### config.mk
export PLATFORM = sky130hd
export DESIGN_NAME = pgc_regs
export DESIGN_NICKNAME = d
export VERILOG_FILES = /design/src/rtl/pgc_pkg.sv /design/src/rtl/pgc_regs.sv
export VERILOG_INCLUDE_DIRS = /design/src /design/src/rtl
export SDC_FILE = /design/constraint.sdc
export NUM_CORES = 1
export LEC_CHECK = 0
export ABC_CLOCK_PERIOD_IN_PS = 5100
export BUFFER_PORTS_ARGS = -buffer_cell sky130_fd_sc_hd__buf_2
export CORE_ASPECT_RATIO = 0.9
export CORE_MARGIN = 2
export CORE_UTILIZATION = 60
export CTS_BUF_LIST = sky130_fd_sc_hd__clkbuf_2
export DETAILED_ROUTE_END_ITERATION = 8
export GPL_ROUTABILITY_DRIVEN = 0
export PLACE_DENSITY = 0.85
export SYNTH_ARGS = -nofsm -noshare
export SYNTH_HDL_FRONTEND = slang
export SYNTH_SLANG_ARGS = --single-unit
### constraint.sdc
create_clock -name i_core_clk -period 5.1 [get_ports i_core_clk]
set_input_delay 0.255 -clock i_core_clk [delete_from_list [all_inputs] [get_ports i_core_clk]]
set_output_delay 0.255 -clock i_core_clk [all_outputs]
set_load 0.01 [all_outputs]
### src/rtl/pgc_map.svh
// Register map, field positions, reset values and timing counts for the
// general control and collision statistics bank.
// Assumes a 32-bit Avalon-MM slave with byte addresses of four times an index.
`ifndef PGC_MAP_SVH
`define PGC_MAP_SVH

// Register indices, byte address is four times the index
`define PGC_IDX_GENCTL 8'h14
`define PGC_IDX_LC_LO 8'h17
`define PGC_IDX_LC_HI 8'h18
`define PGC_IDX_WIN 8'h19
`define PGC_IDX_IRQ_STAT 8'h1A
`define PGC_IDX_IRQ_EN 8'h1B
`define PGC_IDX_IRQ_CLR 8'h1C

// General control fields
`define PGC_GC_RST_BIT 15
`define PGC_GC_SNOOP_LSB 10
`define PGC_GC_MEDIA_LSB 4
`define PGC_GC_MODE_LSB 0
`define PGC_MODE_SGMII_CU 3'h1
`define PGC_SNOOP_NET 2'h2
`define PGC_SNOOP_MAC 2'h3
`define PGC_MEDIA_COPPER 2'h1

// Window register fields and reset values
`define PGC_WIN_ADJ_LSB 8
`define PGC_WIN_ADJ_RST 5'h00
`define PGC_CNT_RST 8'h00

// First transmit byte of each bin with zero adjustment
`define PGC_BIN0_START 12'h041
`define PGC_BIN1_START 12'h061
`define PGC_BIN2_START 12'h081
`define PGC_BIN3_START 12'h0C1

// Software reset pulse, in core clock cycles
`define PGC_SWRST_CYCLES 4

// Interrupt status bits: 0..3 bins, 4 link drop, 5 reset done
`define PGC_IRQ_W 6
`define PGC_IRQ_LDROP 4
`define PGC_IRQ_RSTDONE 5

// Avalon response codes
`define PGC_RESP_OK 2'h0
`define PGC_RESP_DECERR 2'h3

`endif

### src/rtl/pgc_pkg.sv
// Types shared by the general control and collision statistics bank.
// Assumes pgc_map.svh for all numeric constants.
package pgc_pkg;

    // Software reset sequencer, one-hot
    typedef enum logic [1:0] {
        PGC_RST_IDLE = 2'b01,
        PGC_RST_BUSY = 2'b10
    } pgc_rst_e;

    typedef logic [2:0] pgc_mode_t;
    typedef logic [11:0] pgc_pos_t;

endpackage

### src/rtl/pgc_regs.sv
// General control and late-collision statistics register bank.
// Assumes GMII-side inputs come from logic on i_core_clk; the mode straps
// are pins and are synchronised here.
`timescale 1ns/10ps
`include "pgc_map.svh"

module pgc_regs
    import pgc_pkg::*;
#(
    parameter int CNT_W = 8,
    parameter int SWRST_CYC = `PGC_SWRST_CYCLES
) (
    input wire logic i_core_clk,
    input wire logic i_rst_n,
    // Avalon-MM slave
    input wire logic [9:0] i_avs_address,
    input wire logic i_avs_read,
    input wire logic i_avs_write,
    input wire logic [31:0] i_avs_writedata,
    input wire logic [3:0] i_avs_byteenable,
    output logic [31:0] o_avs_readdata,
    output logic [1:0] o_avs_response,
    output logic o_avs_waitrequest,
    // Internal GMII observation
    input wire logic i_half_duplex,
    input wire logic i_gmii_tx_en,
    input wire logic i_gmii_rx_dv,
    input wire logic i_link_up,
    // Mode straps
    input wire logic [2:0] i_mode_pins,
    // Control outputs
    output logic o_phy_sm_rst,
    output logic [2:0] o_sys_mode,
    output logic o_mode_sgmii_cu,
    output logic o_snoop_net,
    output logic o_snoop_mac,
    output logic o_copper_pref,
    output logic o_irq
);

    // Elaboration checks; counts read back through 8-bit fields
    generate
        if (CNT_W < 1 || CNT_W > 8 || SWRST_CYC < 1 || SWRST_CYC > 255) begin : g_bad_param
            $error("CNT_W must be 1 to 8 and SWRST_CYC 1 to 255");
        end
    endgenerate

    localparam int NB = 4;
    logic ack, req, take;
    logic [7:0] idx;
    logic hit_gc, hit_lo, hit_hi, hit_win, hit_st, hit_en, hit_clr, mapped;
    logic [1:0] snoop, media;
    pgc_mode_t mode_wr;
    logic [4:0] win_adj;
    pgc_rst_e rst_st;
    logic [7:0] rst_cnt;
    logic [2:0] mode_s1, mode_s2, mode_s3;
    logic strap_pend, rx_dv_q, link_q, sop, ldrop, swrst_go, swrst_done;
    pgc_pos_t tx_pos, cur;
    pgc_pos_t bnd [NB+1];
    logic [NB-1:0] bin_hit;
    logic [CNT_W-1:0] lc_cnt [NB];
    logic [CNT_W-1:0] ld_cnt;
    logic [`PGC_IRQ_W-1:0] irq_stat, irq_en, irq_ev, irq_clr;
    logic [15:0] rd_mux;

    // Decode; only word-aligned addresses are mapped
    assign idx = i_avs_address[9:2];
    assign req = i_avs_read | i_avs_write;
    assign take = req & ack;
    always_comb begin
        {hit_gc, hit_lo, hit_hi, hit_win, hit_st, hit_en, hit_clr} = 7'h00;
        if (i_avs_address[1:0] != 2'b00) begin
            hit_gc = 1'b0;
        end else if (idx == `PGC_IDX_GENCTL) begin
            hit_gc = 1'b1;
        end else if (idx == `PGC_IDX_LC_LO) begin
            hit_lo = 1'b1;
        end else if (idx == `PGC_IDX_LC_HI) begin
            hit_hi = 1'b1;
        end else if (idx == `PGC_IDX_WIN) begin
            hit_win = 1'b1;
        end else if (idx == `PGC_IDX_IRQ_STAT) begin
            hit_st = 1'b1;
        end else if (idx == `PGC_IDX_IRQ_EN) begin
            hit_en = 1'b1;
        end else if (idx == `PGC_IDX_IRQ_CLR) begin
            hit_clr = 1'b1;
        end
    end
    assign mapped = hit_gc | hit_lo | hit_hi | hit_win | hit_st | hit_en | hit_clr;

    // One wait cycle per access so read data stands in a flop
    assign o_avs_waitrequest = req & ~ack;
    always_ff @(posedge i_core_clk) begin
        if (!i_rst_n) begin
            ack <= 1'b0;
        end else begin
            ack <= req & ~ack;
        end
    end

    // Read mux, upper half reads zero
    always_comb begin
        rd_mux = 16'h0000;
        if (hit_gc) begin
            rd_mux[`PGC_GC_RST_BIT] = (rst_st == PGC_RST_BUSY);
            rd_mux[`PGC_GC_SNOOP_LSB +: 2] = snoop;
            rd_mux[`PGC_GC_MEDIA_LSB +: 2] = media;
            rd_mux[`PGC_GC_MODE_LSB +: 3] = mode_wr;
        end else if (hit_lo) begin
            rd_mux[7:0] = 8'(lc_cnt[0]);
            rd_mux[15:8] = 8'(lc_cnt[1]);
        end else if (hit_hi) begin
            rd_mux[7:0] = 8'(lc_cnt[2]);
            rd_mux[15:8] = 8'(lc_cnt[3]);
        end else if (hit_win) begin
            rd_mux[`PGC_WIN_ADJ_LSB +: 5] = win_adj;
            rd_mux[7:0] = 8'(ld_cnt);
        end else if (hit_st) begin
            rd_mux[`PGC_IRQ_W-1:0] = irq_stat;
        end else if (hit_en) begin
            rd_mux[`PGC_IRQ_W-1:0] = irq_en;
        end
    end

    // Read data and response captured in the wait cycle
    always_ff @(posedge i_core_clk) begin
        if (!i_rst_n) begin
            o_avs_readdata <= 32'h0000_0000;
            o_avs_response <= `PGC_RESP_OK;
        end else if (req && !ack) begin
            o_avs_readdata <= {16'h0000, rd_mux};
            o_avs_response <= mapped ? `PGC_RESP_OK : `PGC_RESP_DECERR;
        end
    end

    // Control fields written by software
    always_ff @(posedge i_core_clk) begin
        if (!i_rst_n) begin
            snoop <= 2'h0;
            media <= 2'h0;
            win_adj <= `PGC_WIN_ADJ_RST;
        end else if (take && i_avs_write) begin
            if (hit_gc && i_avs_byteenable[1]) begin
                snoop <= i_avs_writedata[`PGC_GC_SNOOP_LSB +: 2];
            end
            if (hit_gc && i_avs_byteenable[0]) begin
                media <= i_avs_writedata[`PGC_GC_MEDIA_LSB +: 2];
            end
            if (hit_win && i_avs_byteenable[1]) begin
                win_adj <= i_avs_writedata[`PGC_WIN_ADJ_LSB +: 5];
            end
        end
    end

    // Strap synchroniser, not reset so it tracks the pins during reset
    always_ff @(posedge i_core_clk) begin
        mode_s1 <= i_mode_pins;
        mode_s2 <= mode_s1;
        mode_s3 <= mode_s2;
    end

    // Mode field: strap after hardware reset, software writes later
    always_ff @(posedge i_core_clk) begin
        if (!i_rst_n) begin
            mode_wr <= 3'h0;
            strap_pend <= 1'b1;
        end else if (strap_pend) begin
            if (mode_s2 == mode_s3) begin
                mode_wr <= mode_s3;
                strap_pend <= 1'b0;
            end
        end else if (take && i_avs_write && hit_gc && i_avs_byteenable[0]) begin
            mode_wr <= i_avs_writedata[`PGC_GC_MODE_LSB +: 3];
        end
    end

    // A one in bit 15 starts the reset in the same edge the write lands
    assign swrst_go = take && i_avs_write && hit_gc && i_avs_byteenable[1] && i_avs_writedata[`PGC_GC_RST_BIT];
    // Software reset sequencer
    always_ff @(posedge i_core_clk) begin
        if (!i_rst_n) begin
            rst_st <= PGC_RST_IDLE;
            rst_cnt <= 8'h00;
        end else begin
            case (rst_st)
                PGC_RST_IDLE: begin
                    if (swrst_go) begin
                        rst_st <= PGC_RST_BUSY;
                        rst_cnt <= 8'(SWRST_CYC - 1);
                    end
                end
                PGC_RST_BUSY: begin
                    if (rst_cnt == 8'h00) begin
                        rst_st <= PGC_RST_IDLE;
                    end else begin
                        rst_cnt <= rst_cnt - 8'h01;
                    end
                end
                default: begin
                    rst_st <= PGC_RST_IDLE;
                end
            endcase
        end
    end
    assign swrst_done = (rst_st == PGC_RST_BUSY) && (rst_cnt == 8'h00);
    assign o_phy_sm_rst = (rst_st == PGC_RST_BUSY);

    // Effective mode changes only with a reset, avoiding a live switch
    always_ff @(posedge i_core_clk) begin
        if (!i_rst_n) begin
            o_sys_mode <= 3'h0;
        end else if (strap_pend && mode_s2 == mode_s3) begin
            o_sys_mode <= mode_s3;
        end else if (swrst_go) begin
            o_sys_mode <= mode_wr;
        end
    end
    assign o_mode_sgmii_cu = (o_sys_mode == `PGC_MODE_SGMII_CU);

    // Decoded selects; reserved codes select nothing
    always_ff @(posedge i_core_clk) begin
        if (!i_rst_n) begin
            o_snoop_net <= 1'b0;
            o_snoop_mac <= 1'b0;
            o_copper_pref <= 1'b0;
        end else begin
            o_snoop_net <= (snoop == `PGC_SNOOP_NET);
            o_snoop_mac <= (snoop == `PGC_SNOOP_MAC);
            o_copper_pref <= (media == `PGC_MEDIA_COPPER);
        end
    end

    // Edge history on the internal GMII and link status
    always_ff @(posedge i_core_clk) begin
        if (!i_rst_n) begin
            rx_dv_q <= 1'b0;
            link_q <= 1'b0;
        end else begin
            rx_dv_q <= i_gmii_rx_dv;
            link_q <= i_link_up;
        end
    end
    assign sop = i_gmii_rx_dv & ~rx_dv_q;
    assign ldrop = link_q & ~i_link_up;
    // Transmit byte position, saturating so long frames stay in bin four
    always_ff @(posedge i_core_clk) begin
        if (!i_rst_n) begin
            tx_pos <= 12'h000;
        end else if (!i_gmii_tx_en) begin
            tx_pos <= 12'h000;
        end else if (tx_pos != 12'hFFE) begin
            tx_pos <= tx_pos + 12'h001;
        end
    end
    assign cur = tx_pos + 12'h001;

    // Bin starts all pulled earlier by the window adjust; the top bound bnd[4] stays fixed
    assign bnd[0] = `PGC_BIN0_START - {7'h00, win_adj};
    assign bnd[1] = `PGC_BIN1_START - {7'h00, win_adj};
    assign bnd[2] = `PGC_BIN2_START - {7'h00, win_adj};
    assign bnd[3] = `PGC_BIN3_START - {7'h00, win_adj};
    assign bnd[4] = 12'hFFF;
    // Per-bin hit and saturating, clear-on-read counter
    genvar gi;
    generate
        for (gi = 0; gi < NB; gi++) begin : g_bin
            logic rd_clr;
            // Bins 0 and 1 share the low register, 2 and 3 the high one
            assign rd_clr = take && i_avs_read && ((gi < 2) ? hit_lo : hit_hi);
            assign bin_hit[gi] = sop && i_gmii_tx_en && i_half_duplex && cur >= bnd[gi] && (gi == NB-1 || cur < bnd[gi+1]);
            always_ff @(posedge i_core_clk) begin
                if (!i_rst_n) begin
                    lc_cnt[gi] <= '0;
                end else if (rd_clr) begin
                    // A hit in the clearing cycle survives as one
                    lc_cnt[gi] <= bin_hit[gi] ? CNT_W'(1) : '0;
                end else if (bin_hit[gi] && !(&lc_cnt[gi])) begin
                    lc_cnt[gi] <= lc_cnt[gi] + CNT_W'(1);
                end
            end
        end
    endgenerate

    // Link-drop counter
    always_ff @(posedge i_core_clk) begin
        if (!i_rst_n) begin
            ld_cnt <= '0;
        end else if (take && i_avs_read && hit_win) begin
            ld_cnt <= ldrop ? CNT_W'(1) : '0;
        end else if (ldrop && !(&ld_cnt)) begin
            ld_cnt <= ld_cnt + CNT_W'(1);
        end
    end

    // Interrupt status: set wins over a clear in the same cycle
    assign irq_ev = {swrst_done, ldrop, bin_hit};
    assign irq_clr = (take && i_avs_write && hit_clr && i_avs_byteenable[0]) ? i_avs_writedata[`PGC_IRQ_W-1:0] : '0;
    always_ff @(posedge i_core_clk) begin
        if (!i_rst_n) begin
            irq_stat <= '0;
            irq_en <= '0;
        end else begin
            irq_stat <= (irq_stat & ~irq_clr) | irq_ev;
            if (take && i_avs_write && hit_en && i_avs_byteenable[0]) begin
                irq_en <= i_avs_writedata[`PGC_IRQ_W-1:0];
            end
        end
    end
    assign o_irq = |(irq_stat & irq_en);

    // Assertions
    swrst_start_a: assert property (@(posedge i_core_clk) disable iff (!i_rst_n)
        swrst_go && rst_st == PGC_RST_IDLE |=> o_phy_sm_rst)
        else $error("software reset did not start at once");
    swrst_len_a: assert property (@(posedge i_core_clk) disable iff (!i_rst_n)
        $rose(o_phy_sm_rst) |-> o_phy_sm_rst [*4] ##1 !o_phy_sm_rst)
        else $error("software reset pulse length wrong");
    swrst_clear_a: assert property (@(posedge i_core_clk) disable iff (!i_rst_n)
        $rose(o_phy_sm_rst) |-> ##[1:300] (rst_st == PGC_RST_IDLE))
        else $error("reset bit never cleared");
    mode_hold_a: assert property (@(posedge i_core_clk) disable iff (!i_rst_n)
        !strap_pend && !swrst_go |=> $stable(o_sys_mode))
        else $error("mode changed without a software reset");
    mode_strap_a: assert property (@(posedge i_core_clk) disable iff (!i_rst_n)
        strap_pend && mode_s2 == mode_s3 |=> mode_wr == $past(mode_s3))
        else $error("mode did not load from straps");
    mode_decode_a: assert property (@(posedge i_core_clk) disable iff (!i_rst_n)
        o_mode_sgmii_cu |-> o_sys_mode == 3'h1)
        else $error("reserved mode decoded as valid");
    snoop_sel_a: assert property (@(posedge i_core_clk) disable iff (!i_rst_n)
        ##1 o_snoop_mac == ($past(snoop) == 2'h3) && !(o_snoop_mac && o_snoop_net))
        else $error("snoop select wrong");
    media_sel_a: assert property (@(posedge i_core_clk) disable iff (!i_rst_n)
        ##1 o_copper_pref == ($past(media) == 2'h1))
        else $error("media select wrong");
    bin0_count_a: assert property (@(posedge i_core_clk) disable iff (!i_rst_n)
        bin_hit[0] && !(take && i_avs_read && hit_lo) && !(&lc_cnt[0])
        |=> lc_cnt[0] == $past(lc_cnt[0]) + CNT_W'(1))
        else $error("first bin did not count");
    bin_win_a: assert property (@(posedge i_core_clk) disable iff (!i_rst_n)
        sop && i_gmii_tx_en && i_half_duplex && cur == 12'd65 - {7'h00, win_adj}
        |-> bin_hit[0])
        else $error("window start misplaced");
    bin_last_a: assert property (@(posedge i_core_clk) disable iff (!i_rst_n)
        bin_hit[3] |-> cur >= 12'd193 - {7'h00, win_adj})
        else $error("fourth bin hit too early");
    bin_duplex_a: assert property (@(posedge i_core_clk) disable iff (!i_rst_n)
        !i_half_duplex |-> bin_hit == '0)
        else $error("collision counted in full duplex");
    cnt_sat_a: assert property (@(posedge i_core_clk) disable iff (!i_rst_n)
        (&ld_cnt) && !(take && i_avs_read && hit_win) |=> (&ld_cnt))
        else $error("link-drop counter wrapped");
    cnt_rdclr_a: assert property (@(posedge i_core_clk) disable iff (!i_rst_n)
        take && i_avs_read && hit_win && !ldrop |=> ld_cnt == '0)
        else $error("link-drop counter not cleared by read");
    ldrop_cnt_a: assert property (@(posedge i_core_clk) disable iff (!i_rst_n)
        ldrop && !(take && i_avs_read && hit_win) && !(&ld_cnt)
        |=> ld_cnt == $past(ld_cnt) + CNT_W'(1))
        else $error("link drop not counted");

endmodule

## Yosys cells after proc, flatten, opt, wreduce, memory -nomap -nowiden

Memories as Yosys holds them, arrays and structs flattened.
Index checks and enable logic that the tools add are counted.
Widths: inputs -> output; s select.

- Output and inout bits: 44
- Memory bits (writable): 32
- Bits in registers: 91
- Memories kept: 1
- Latch bits: 0
- ROM bits: 0
- Input bits: 57
- Word-level logic and storage cells: 247

- Add/subtract/negate cells: 11
- Magnitude comparators: 7
- Divide/modulo/power cells: 0
- Bitwise logic cells: 26
- Shifts and indexed selects: 0
- Equality and inequality tests: 19
- Reduce and logical (&&, ||, !) cells: 58
- Multiply operators: 0
- Multiplexer cells: 102

Memory list:

| name | depth | width | rd ports | clocked after Yosys merged registers in | write ports | line | RTL |
|---|---|---|---|---|---|---|---|
| lc_cnt | 4 | 8 | 4 | 0 | 4 | pgc_regs.sv:62 | `logic [CNT_W-1:0] lc_cnt [NB];` |

Operator list:

| kind | count |
|---|---|
| $mux 8 | 12 |
| $mux 1 | 67 |
| $eq 8x5->1 const B | 7 |
| $ge 12x12->1 | 4 |
| $add 8x1->8 const B | 5 |
| $reduce_and 8->1 | 5 |
| $lt 12x12->1 | 3 |
| $logic_and 1x1->1 | 33 |
| $mux 3 | 8 |
| $mux 6 | 4 |
| $sub 8x5->9 const A | 2 |
| $mux 16 | 1 |
| $pmux 8 s2 | 1 |
| $sub 7x5->8 const A | 2 |
| $or 1x1->1 | 15 |
| $mux 13 | 1 |
| $add 12x1->12 const B | 1 |
| $and 6x6->6 | 2 |
| $ne 12x12->1 const B | 1 |
| $reduce_and 2->1 | 6 |
| $mux 2 | 5 |
| $reduce_bool 2->1 | 5 |
| $logic_not 8->1 | 1 |
| $sub 8x1->8 const B | 1 |
| other kinds (16) | 31 |

## Logic depth before layout (Yosys ltp)

Gate-level depths: netlist (run 1).

- Word-level depth: 15
- Depth in mapped cells: 13
- Depth with buffers taken out: 12

## Worst setup path after synthesis (run 1)

OpenSTA, ideal clock, no wires.

- Path type: flip-flop to flip-flop
- Start: register tx_pos[0]
- End: memory lc_cnt[2][0], enable pin
- Path slack: 1.791 ns
- Required time: 4.716 ns
- Clock period less this slack: 3.309 ns
- Library setup time: 0.384 ns
- Data arrival time: 2.925 ns
- Path buffers: 0
- Cell stages (with the launch flop): 12
- Cells stage by stage: dfxtp_1 ha_1 nand3_1 nor2_1 xnor2_1 inv_1 ha_1 nor4b_1 o21a_1 o311ai_0 nand2b_1 o21ai_0

RTL lines:

| item | line | RTL |
|---|---|---|
| start, declared | pgc_regs.sv:59 | `pgc_pos_t tx_pos, cur;` |
| start signal, assigned | pgc_regs.sv:254 | `tx_pos <= tx_pos + 12'h001;` |
| end, declared | pgc_regs.sv:62 |  |

==> flow_summary.json, run 1 <==
{
  "outcome": "finished, final reports clean",
  "die-area_um2": 11280,
  "htree_levels": 4,
  "core_um2": 10200,
  "cts_resized": 0,
  "syn_area_um2": 6269,
  "syn_area_per_cell_um2": 9.098,
  "grt_usage": 0.2770,
  "ios": 101,
  "slew_headroom": 0.1582,
  "fmaxAchievable_ghz": 0.2422,
  "start_util": 0.6143,
  "synth-main-ff-cell": "dfxtp_1",
  "hpwlAfterDp_um": 10940,
  "cts_tree": "yes",
  "cts_setup_buffers": 0,
  "fin_crit_sh": 0.8096,
  "crit_family": "compound AO/OA/AOI/OAI gates",
  "power.switching_uw": 496.2,
  "port_buffers": 62,
  "worstSetupPathType": "flop to flop",
  "worst_slew_pin_slew_ns": 1.249,
  "antenna_found_initial": 0,
  "antenna_cells": 0,
  "maxSlewViolCount": 0,
  "slowest_stage": "o21ai_0",
  "fin_cells": 913,
  "hold_ws_ns": 0.06599,
  "clock_latency_ns": 0.74,
  "finalInstanceArea_um2": 7069,
  "ff2ff_setup_slack_ns": 0.97,
  "dp.cells": 858,
  "fin_nets": 848,
  "area_growth_pct": 12.77,
  "crit_fanout": 8,
  "synth_cell_types": 64,
  "swShare": 0.2678,
  "syn_inst": 689,
  "synth_top_area_frac": 0.2874,
  "ant_nets": 0,
  "ys_ff_latch": 122,
  "cp_common_cell": "ha_1",
  "crit_cells": 11,
  "cts_root_buffer": "clkbuf_2",
  "grt_setup_unrepaired": "false",
  "synth_area_leader_cell": "dfxtp_1",
  "hold_class": "input pin to flop",
  "tns_ns": 0,
  "pwr-share-comb": 0.082,
  "drt-pass1-iter-count": 6,
  "crit_path_start_kind": "flop",
  "fin_skew_ns": 0.04737,
  "viasPerCell": 6.072,
  "drtIter0Drc": 599,
  "drive_gt1_frac": 0.1569,
  "p_leak_nw": 2.839,
  "post-route-drc-count": 0,
  "path_clk_slew_ns": 0.22,
  "p_clk_frac": 0.352,
  "postPlaceCellArea_um2": 6594,
  "hold_viol": 0,
  "p_per_area_nw_per_um2": 262.1,
  "ys.warnings.count": 0,
  "synth.area.top_cells": "dfxtp_1 (29%), edfxtp_1 (15%), nor2_1 (5.4%)",
  "r2r_start": "tx_pos[0]",
  "grt_max_degree": 30,
  "grt_pass1_wl_um": 24650,
  "crit_required_ns": 5.45,
  "mostFrequentLayoutCells": "nor2_1 (90), dfxtp_1 (90), nand2_1 (68)",
  "max_stage_delay_ns": 0.99,
  "ys_async_sr_fraction": 0,
  "ir_drop_mv": 0.1941,
  "synth-seq-area-share": 0.4407,
  "cp_cell_sequence": "ha_1, nand3_1, nor2_1, xnor2_1, inv_1, ha_1, nor4b_1, o21a_1, o311ai_0, nand2b_1, o21ai_0",
  "finalSetupViolations": 0,
  "vias": 5544,
  "cts_buffers": 17,
  "finalCriticalPeriod_ns": 4.129,
  "fp-row-count": 35,
  "cp_num_buf_inv": 1,
  "whs_path_depth": 4,
  "synth_edf_count": 32,
  "whs_endpoint": "snoop[1]",
  "gr-total-overflow": 0,
  "cts.sinks": 122,
  "grt_pass1_vias": 5137,
  "seqPwrFrac": 0.566,
  "die_w_um": 111.7,
  "wirelength_um": 15260,
  "clockBufferDepth": 2,
  "max-cap-violations": 0,
  "post_drt_wl_per_cell_um": 16.71,
  "arrival_ns": 4.48,
  "fp.dieH_um": 101.0,
  "rr_endpoint": "lc_cnt[2][2]",
  "holdCritStartpoint": "i_avs_address[4]",
  "end_kind": "flop",
  "p_int_mw": 1.357,
  "worstRegToRegCells": 11
}
-- layer usage --
| metal | global-route usage | wire length [µm] | up-vias | part of all wire |
|---|---|---|---|---|
| met3 | 0.08238 | 1518 | 33 | 0.099 |
| met4 | 0.09117 | 357 | 0 | 0.023 |
| met5 | 0 | 0 | - | 0 |
| met1 | 0.3453 | 6170 | 2616 | 0.40 |
| li1 | - | - | 2599 | - |
| met2 | 0.4648 | 7210 | 296 | 0.47 |
-- logic make-up (layout without fill, tap and decap cells) --
group	after synthesis	count (layout)	synth area share
compound gates	130	130	0.1399
xor+xnor	48	48	0.06707
flops	122	122	0.4407
mux	18	18	0.02974
fa+ha+maj	20	20	0.03992
buf+inv	68	148	0.05269
simple gates	282	282	0.2293
other cells	1	16	0.0005982
-- cell usage after synthesis, types with 9 or more instances --
library cell  count
clkbuf_1         19
dfxtp_1          90
o21ai_0          26
xnor2_1          21
a21oi_1          34
xor2_1           27
inv_1            28
a211oi_1          9
and3_1           13
mux2i_1          13
nor2_1           90
nor3_1           15
nand2_1          68
buf_4            17
a222oi_1          9
edfxtp_1         32
ha_1             20
nand3_1          34
-- through the flow --
stage               setup WS, ns    util  total power [mW]
global route              0.7809  0.6928             1.913
floorplan                  1.791       -             1.157
global placement           1.368  0.6462             1.194
finish                    0.9709  0.6928             1.853
CTS                        1.085  0.6928             1.849
detailed placement         1.123  0.6462             1.203
-- flip-flops by register name, summed over array words and instances (netlist names), 2 cells and up --
name	cells
o_avs_readdata	16
tx_pos	12
media	2
mode_s3	3
lc_cnt	32
mode_s2	3
ld_cnt	8
mode_s1	3
irq_stat	6
mode_wr	3
rst_cnt	8
snoop	2
o_sys_mode	3
irq_en	6
rst_st	2
win_adj	5
-- power groups by stage --
stage | clock (mW) | combinational [mW] | sequential [mW]
4_1_cts | 0.653 | 0.149 | 1.05
5_1_grt | 0.695 | 0.166 | 1.05
3_3_place_gp | 0 | 0.129 | 1.06
2_1_floorplan | 0 | 0.0909 | 1.07
3_5_place_dp | 0 | 0.135 | 1.07
6_report | 0.653 | 0.152 | 1.05
-- layout make-up --
cell class / instances / area [µm²]
multi-input cells: 514 / 3232
fillers: 789 / 3134
flip-flops and latches: 122 / 2763
repair buffers: 88 / 563.0
well taps: 129 / 161.4
clock inverters: 13 / 150.1
inverters: 28 / 105.1
clock buffers: 19 / 95.09
-- worst max path at each step --
stage	startpoint	end	slack, ns
after detailed placement	tx_pos[0]	lc_cnt[2][3]	1.12
final	tx_pos[0]	lc_cnt[2][2]	0.97
after global routing	tx_pos[0]	lc_cnt[2][5]	0.78
after CTS	tx_pos[0]	lc_cnt[2][2]	1.09
after floorplan	tx_pos[0]	lc_cnt[2][0]	1.79
after global placement	tx_pos[0]	lc_cnt[2][4]	1.37
-- worst reg2reg max path, delay by kind of cell, from the launching register on --
kind | cells | cell delay (ns)
buf+inv | 1 | 0.12
fa+ha+maj | 2 | 0.60
xor+xnor | 1 | 0.21
flops | 1 | 0.51
compound gates | 3 | 1.27
simple gates | 4 | 1.05
-- what timing repair did --
| item | in CTS | in global routing |
|---|---|---|
| endpoints found under the hold margin | 36 | 0 |
| hold buffers | 23 | 0 |
| setup endpoints to repair | 0 | 0 |
No activity file was read; power rests on OpenSTA's default activity.
==> run 2: changes to the inputs <==
--- a/config.mk
+++ b/config.mk
@@ -6,15 +6,15 @@
 export SDC_FILE = /design/constraint.sdc
 export NUM_CORES = 1
 export LEC_CHECK = 0
-export ABC_CLOCK_PERIOD_IN_PS = 5100
+export ABC_CLOCK_PERIOD_IN_PS = 4000
 export BUFFER_PORTS_ARGS = -buffer_cell sky130_fd_sc_hd__buf_2
 export CORE_ASPECT_RATIO = 0.9
 export CORE_MARGIN = 2
-export CORE_UTILIZATION = 60
+export CORE_UTILIZATION = 59
 export CTS_BUF_LIST = sky130_fd_sc_hd__clkbuf_2
 export DETAILED_ROUTE_END_ITERATION = 8
 export GPL_ROUTABILITY_DRIVEN = 0
-export PLACE_DENSITY = 0.85
+export PLACE_DENSITY = 0.84
 export SYNTH_ARGS = -nofsm -noshare
 export SYNTH_HDL_FRONTEND = slang
 export SYNTH_SLANG_ARGS = --single-unit
==> constraint.sdc (replaced) <==
create_clock -name i_core_clk -period 4 [get_ports i_core_clk]
set_input_delay 0.2 -clock i_core_clk [delete_from_list [all_inputs] [get_ports i_core_clk]]
set_output_delay 0.2 -clock i_core_clk [all_outputs]
set_load 0.01 [all_outputs]
==> run 2 against run 1 <==
  * Combinational power is 29% higher
  * Largest power group unchanged
  * Sequential share of layout area is 0.19 points lower
  * Clock skew is 0.012 ns lower
  * Critical endpoint is now lc_cnt[1][7]
  * Critical path depth is 2 higher
  * Cell area is 0.48% higher
  * Global-route usage is 0.40 points lower
  * Hold slack worse by 0.016 ns
  * Power is 26% higher
  * Sequential power is 28% higher
  * Utilization is 0.26 points lower
  * Register-to-register slack worse by 0.54 ns
  * Die area is 1.6% higher
==> flow_summary.json, run 2 (synthesized netlist as in run 1, its figures left out) <==
{
  "post_drt_wl_per_cell_um": 16.93,
  "timing.final.ws_setup_ns": 0.4349,
  "outcome": "finished, final reports clean",
  "crit_fanout": 8,
  "fin_skew_ns": 0.03501,
  "pre_cts_ws_ns": 0.3821,
  "cts_buffers": 17,
  "arrival_ns": 3.95,
  "ir_drop_mv": 0.2672,
  "end_kind": "flop",
  "grt_max_degree": 30,
  "drive_gt1_frac": 0.1599,
  "fp.dieH_um": 101.8,
  "antenna_cells": 0,
  "gr-total-overflow": 0,
  "grt_pass1_vias": 5194,
  "hpwlAfterDp_um": 11200,
  "finalCriticalPeriod_ns": 3.565,
  "postPlaceCellArea_um2": 6616,
  "cts.sinks": 122,
  "finalInstanceArea_um2": 7103,
  "drt-pass1-iter-count": 8,
  "fin_nets": 852,
  "die_w_um": 112.7,
  "cts_tree": "yes",
  "clock_latency_ns": 0.67,
  "grt_pass1_wl_um": 24680,
  "clockBufferDepth": 2,
  "area_growth_pct": 13.31,
  "max-cap-violations": 0,
  "ios": 101,
  "path_clk_slew_ns": 0.18,
  "hold_class": "input pin to flop",
  "finalSetupViolations": 0,
  "port_buffers": 62,
  "htree_levels": 4,
  "die-area_um2": 11470,
  "top_register": "lc_cnt",
  "fp-row-count": 35,
  "core_um2": 10290,
  "worst_slew_pin_slew_ns": 1.125,
  "worstSetupPathType": "flop to flop",
  "fin_crit_sh": 0.8913,
  "tns_ns": 0,
  "antenna_found_initial": 0,
  "viasPerCell": 6.082,
  "maxSlewViolCount": 0,
  "vias": 5577,
  "grt_setup_unrepaired": "false",
  "crit_path_start_kind": "flop",
  "post-route-drc-count": 0,
  "hold_viol": 0,
  "p_per_area_nw_per_um2": 329.8,
  "largest_reg_flops": 32,
  "fmaxAchievable_ghz": 0.2805,
  "drtIter0Drc": 569,
  "start_util": 0.6091,
  "cts_root_buffer": "clkbuf_2",
  "reg_top3": "lc_cnt (32), o_avs_readdata (16), tx_pos (12)",
  "slew_headroom": 0.2439,
  "mostFrequentLayoutCells": "nor2_1 (90), dfxtp_1 (90), nand2_1 (68)",
  "ant_nets": 0,
  "cts_setup_buffers": 0,
  "crit_required_ns": 4.39,
  "wirelength_um": 15520,
  "p_leak_nw": 2.850,
  "grt_usage": 0.2730
}
[run 2: layout make-up]
class | count | area [µm²]
multi-input cells | 514 | 3232
fillers | 822 | 3188
flip-flops and latches | 122 | 2763
repair buffers | 92 | 595.6
well taps | 129 | 161.4
clock inverters | 13 | 151.4
inverters | 28 | 105.1
clock buffers | 19 | 95.09
[run 2: path summary, 6_finish.rpt]
kind	start	end	slack, ns	cells past startpoint
max reg2reg	tx_pos[0]	lc_cnt[1][7]	0.43	13
max	tx_pos[0]	lc_cnt[1][7]	0.43	13
min	i_avs_address[5]	media[0]	0.05	4
min reg2reg	mode_s1[0]	mode_s2[0]	0.35	0
[run 2: critical path, stage by stage, from the launching register on]
cell and delay [ns]:
dfxtp_1 0.51, ha_1 0.23, nand3_1 0.21, nor2_1 0.19
xnor2_1 0.21, inv_1 0.12, ha_1 0.37, nor2b_1 0.07
o21ai_0 0.07, o21ba_2 0.19, a211oi_1 0.43, nand3_1 0.28
o21ai_0 0.22, buf_4 0.20
[run 2: stage by stage]
stage                     utilization  cells  hold WS [ns]  total power, mW
after floorplan                     -    704        0.2277            1.475
after global placement         0.6429    861        0.3022            1.526
after detailed placement       0.6429    861        0.3040            1.535
after CTS                      0.6902    917      0.003098            2.347
after global routing           0.6902    917       0.03302            2.428
final                          0.6902    917       0.05036            2.342
[run 2: repair_timing]
item                                   4_1_cts  5_1_grt
hold buffers                                24        0
setup endpoints to repair                    0        8
endpoints found under the hold margin       40        0
resized for setup                            0        1
[run 2: power by group]
part | internal (mW) | switching [mW]
clock network | 0.347 | 0.464
registers | 1.30 | 0.0327
logic | 0.0806 | 0.115
[run 2: per-layer routing]
layer | GRT usage | routed length, µm | vias to the layer above
li1 | - | - | 2609
met5 | 0 | 0 | -
met2 | 0.4611 | 7391 | 297
met4 | 0.1173 | 553 | 0
met1 | 0.3433 | 6189 | 2609
met3 | 0.05625 | 1388 | 62
==> run 3: changes to the inputs <==
--- a/config.mk
+++ b/config.mk
@@ -6,15 +6,17 @@
 export SDC_FILE = /design/constraint.sdc
 export NUM_CORES = 1
 export LEC_CHECK = 0
+export ABC_AREA = 1
 export ABC_CLOCK_PERIOD_IN_PS = 4000
 export BUFFER_PORTS_ARGS = -buffer_cell sky130_fd_sc_hd__buf_2
 export CORE_ASPECT_RATIO = 0.9
 export CORE_MARGIN = 2
 export CORE_UTILIZATION = 59
 export CTS_BUF_LIST = sky130_fd_sc_hd__clkbuf_2
+export CTS_CLUSTER_DIAMETER = 60
 export DETAILED_ROUTE_END_ITERATION = 8
 export GPL_ROUTABILITY_DRIVEN = 0
-export PLACE_DENSITY = 0.84
+export PLACE_DENSITY = 0.83
 export SYNTH_ARGS = -nofsm -noshare
 export SYNTH_HDL_FRONTEND = slang
 export SYNTH_SLANG_ARGS = --single-unit
==> run 3 against run 2 <==
  * Count of clock-buffer cells in the layout fell by 1
  * Critical path depth rose by 1
  * Synthesized cell count rose by 31%
  * Largest cell class unchanged
  * Area after synthesis rose by 7.9%
  * Die area rose by 7.6%
  * Highest routed layer unchanged
  * Largest power group unchanged
  * Critical path type unchanged
  * Clock skew rose by 0.0027 ns
==> flow_summary.json, run 3 <==
{
  "fin_nets": 1077,
  "total_power_mw": 2.444,
  "crit_fanout": 8,
  "drtIter0Drc": 815,
  "clock_latency_ns": 0.71,
  "whs_endpoint": "win_adj[1]",
  "largest_reg_flops": 32,
  "ff2ff_setup_slack_ns": 0.79,
  "synth-main-ff-cell": "dfxtp_1",
  "fillers": 935,
  "syn_inst": 904,
  "cts.sinks": 122,
  "fin_skew_ns": 0.03775,
  "p_per_area_nw_per_um2": 316.3,
  "viasPerCell": 5.425,
  "synth_edf_count": 32,
  "synthTopCellsByCount": "nand2_1 (182), inv_1 (122), nor2_1 (101)",
  "fp-row-count": 37,
  "power.switching_uw": 660.0,
  "hold_viol": 0,
  "synth_most_common_cell": "nand2_1",
  "maxSlewViolCount": 0,
  "hold_ws_ns": 0.03733,
  "hold_class": "input pin to flop",
  "max_stage_delay_ns": 0.50,
  "finalCriticalPeriod_ns": 3.210,
  "regArea_um2": 2763,
  "post_drt_wl_per_cell_um": 14.38,
  "grt_max_degree": 40,
  "synth_fa_ha_area_frac": 0.03701,
  "synth_cell_types": 46,
  "ys.warnings.count": 0,
  "p_int_mw": 1.784,
  "ir_drop_mv": 0.1973,
  "whs_path_depth": 5,
  "ios": 101,
  "synth.area.top_cells": "dfxtp_1 (27%), edfxtp_1 (14%), nand2_1 (10%)",
  "htree_levels": 4,
  "arrival_ns": 3.59,
  "pwr-share-comb": 0.079,
  "post-route-drc-count": 0,
  "fin_crit_sh": 0.8026,
  "rr_endpoint": "lc_cnt[3][4]",
  "synth.area.mux_share": 0.002961,
  "grt_setup_unrepaired": "false",
  "holdCritStartpoint": "i_avs_byteenable[1]",
  "ys_ff_latch": 122,
  "core_um2": 11300,
  "synth-xor-area-share": 0.04275,
  "drt-pass1-iter-count": 6,
  "crit_path_start_kind": "flop",
  "crit_required_ns": 4.38,
  "die_w_um": 116.8,
  "final_util": 0.6841,
  "synth_top_area_frac": 0.2665,
  "max-cap-violations": 0,
  "worstRegToRegCells": 14,
  "slew_headroom": 0.4216,
  "area_growth_pct": 14.29,
  "gr-total-overflow": 0,
  "p_leak_nw": 3.428,
  "grt_pass1_wl_um": 27050,
  "cts_resized": 0,
  "tns_ns": 0,
  "grt_pass1_vias": 5714,
  "cp_num_buf_inv": 1,
  "cp_common_cell": "nand2_1",
  "ys_async_sr_fraction": 0,
  "yosys.area_share.simple": 0.2937,
  "drive_gt1_frac": 0.1372,
  "final_common_cell": "nand2_1",
  "top_register": "lc_cnt",
  "cts_buffers": 17,
  "mostFrequentLayoutCells": "nand2_1 (182), inv_1 (122), nor2_1 (101)",
  "ant_nets": 0,
  "cp_cell_sequence": "ha_1, nand3_2, nor2_1, nand2_1, and2_1, ha_1, inv_1, nor2_1, nand2_1, nand2_1, nor2_1, nor2_2, nand3_2, nand2_1",
  "fmaxAchievable_ghz": 0.3115,
  "p_clk_frac": 0.380,
  "clockBufferDepth": 2,
  "worstSetupPathType": "flop to flop",
  "finalSetupViolations": 0,
  "synth-seq-area-share": 0.4086,
  "vias": 6342,
  "reg_top3": "lc_cnt (32), o_avs_readdata (16), tx_pos (12)",
  "hpwlAfterDp_um": 12120,
  "outcome": "finished, final reports clean",
  "timing.final.ws_setup_ns": 0.7895,
  "worst_slew_pin_slew_ns": 0.8597,
  "multiInputGateArea_um2": 3402,
  "synth_compound_area_frac": 0.1179,
  "antenna_cells": 0,
  "end_kind": "flop",
  "r2r_start": "tx_pos[0]",
  "die-area_um2": 12330,
  "path_clk_slew_ns": 0.18,
  "seqPwrFrac": 0.541,
  "wirelength_um": 16810,
  "start_util": 0.5986,
  "grt_usage": 0.2823,
  "cts_root_buffer": "clkbuf_2",
  "swShare": 0.2700,
  "crit_family": "simple AND/OR/NAND/NOR gates",
  "pre_cts_ws_ns": 0.8277,
  "fp.dieH_um": 105.6,
  "synth_area_leader_cell": "dfxtp_1",
  "syn_area_um2": 6761,
  "port_buffers": 62,
  "slowest_stage": "dfxtp_1",
  "antenna_found_initial": 0,
  "cts_tree": "yes",
  "syn_area_per_cell_um2": 7.480,
  "synth_top_family_by_area": "simple AND/OR/NAND/NOR gates"
}
## run 3: cell count changes after synthesis, moves of 9 or more
cell	previous run	this run
a21oi_1	34	66
a222oi_1	9	0
and3_1	13	0
inv_1	28	122
mux2i_1	13	2
nand2_1	68	182
nand3_1	34	53
nand4_1	8	26
nor2_1	90	101
nor2_2	0	13
o21ai_0	26	40
## run 3: worst max path at each step
stage	from	endpoint	cells past startpoint
4_1_cts	tx_pos[0]	lc_cnt[3][0]	14
6_report	tx_pos[0]	lc_cnt[3][4]	14
3_5_place_dp	tx_pos[0]	lc_cnt[3][2]	14
2_1_floorplan	tx_pos[0]	lc_cnt[1][0]	14
5_1_grt	tx_pos[0]	lc_cnt[3][0]	14
3_3_place_gp	tx_pos[0]	lc_cnt[3][2]	14
## run 3: timing repair
action	4_1_cts	5_1_grt
endpoints found under the hold margin	45	0
buffers inserted	0	0
hold buffers	27	0
## run 3: tightest hold or removal path, stage by stage
cell and delay, ns:
buf_2 0.09, nand2_1 0.11, nor2_1 0.06, clkinv_1 0.15, a21oi_1 0.09
## run 3: metrics by stage
step	instance area, µm²	std cells
after global placement	7169	1110
after global routing	7727	1169
after floorplan	6818	919
after CTS	7727	1169
after detailed placement	7169	1110
final	7727	1169
## run 3: final cells by class
class,instances,share of cell area
Multi-Input combinational cell,640,0.4403
Tap cell,156,0.02526
Clock buffer,18,0.01166
Sequential cell,122,0.3575
Timing Repair Buffer,92,0.07804
Inverter,127,0.06169
Clock inverter,14,0.02558
## run 3: kinds of logic (layout without fill, tap and decap cells)
| logic type | count (synthesis) | count (layout) |
|---|---|---|
| adder cells (fa/ha/maj) | 20 | 20 |
| other | 1 | 16 |
| AO/OA/AOI/OAI | 141 | 141 |
| flip-flops | 122 | 122 |
| XOR/XNOR | 33 | 33 |
| multiplexers | 2 | 2 |
| buffers and inverters | 157 | 251 |
| AND/OR/NAND/NOR | 428 | 428 |
## run 3: routing by layer
| metal | GRT usage | share of wire | vias to the layer above | routed length [µm] |
|---|---|---|---|---|
| met3 | 0.06038 | 0.077 | 37 | 1295 |
| li1 | - | - | 3134 | - |
| met4 | 0.1017 | 0.025 | 0 | 419 |
| met5 | 0 | 0 | - | 0 |
| met2 | 0.4344 | 0.45 | 280 | 7535 |
| met1 | 0.3911 | 0.45 | 2891 | 7558 |
## run 3: power by group through the flow
stage          Sequential, mW  Combinational, mW  Clock (mW)
6_report                 1.32              0.193       0.928
4_1_cts                  1.32              0.189       0.932
5_1_grt                  1.33              0.215       0.989
3_3_place_gp             1.35              0.169           0
3_5_place_dp             1.35              0.172           0
2_1_floorplan            1.34              0.126           0
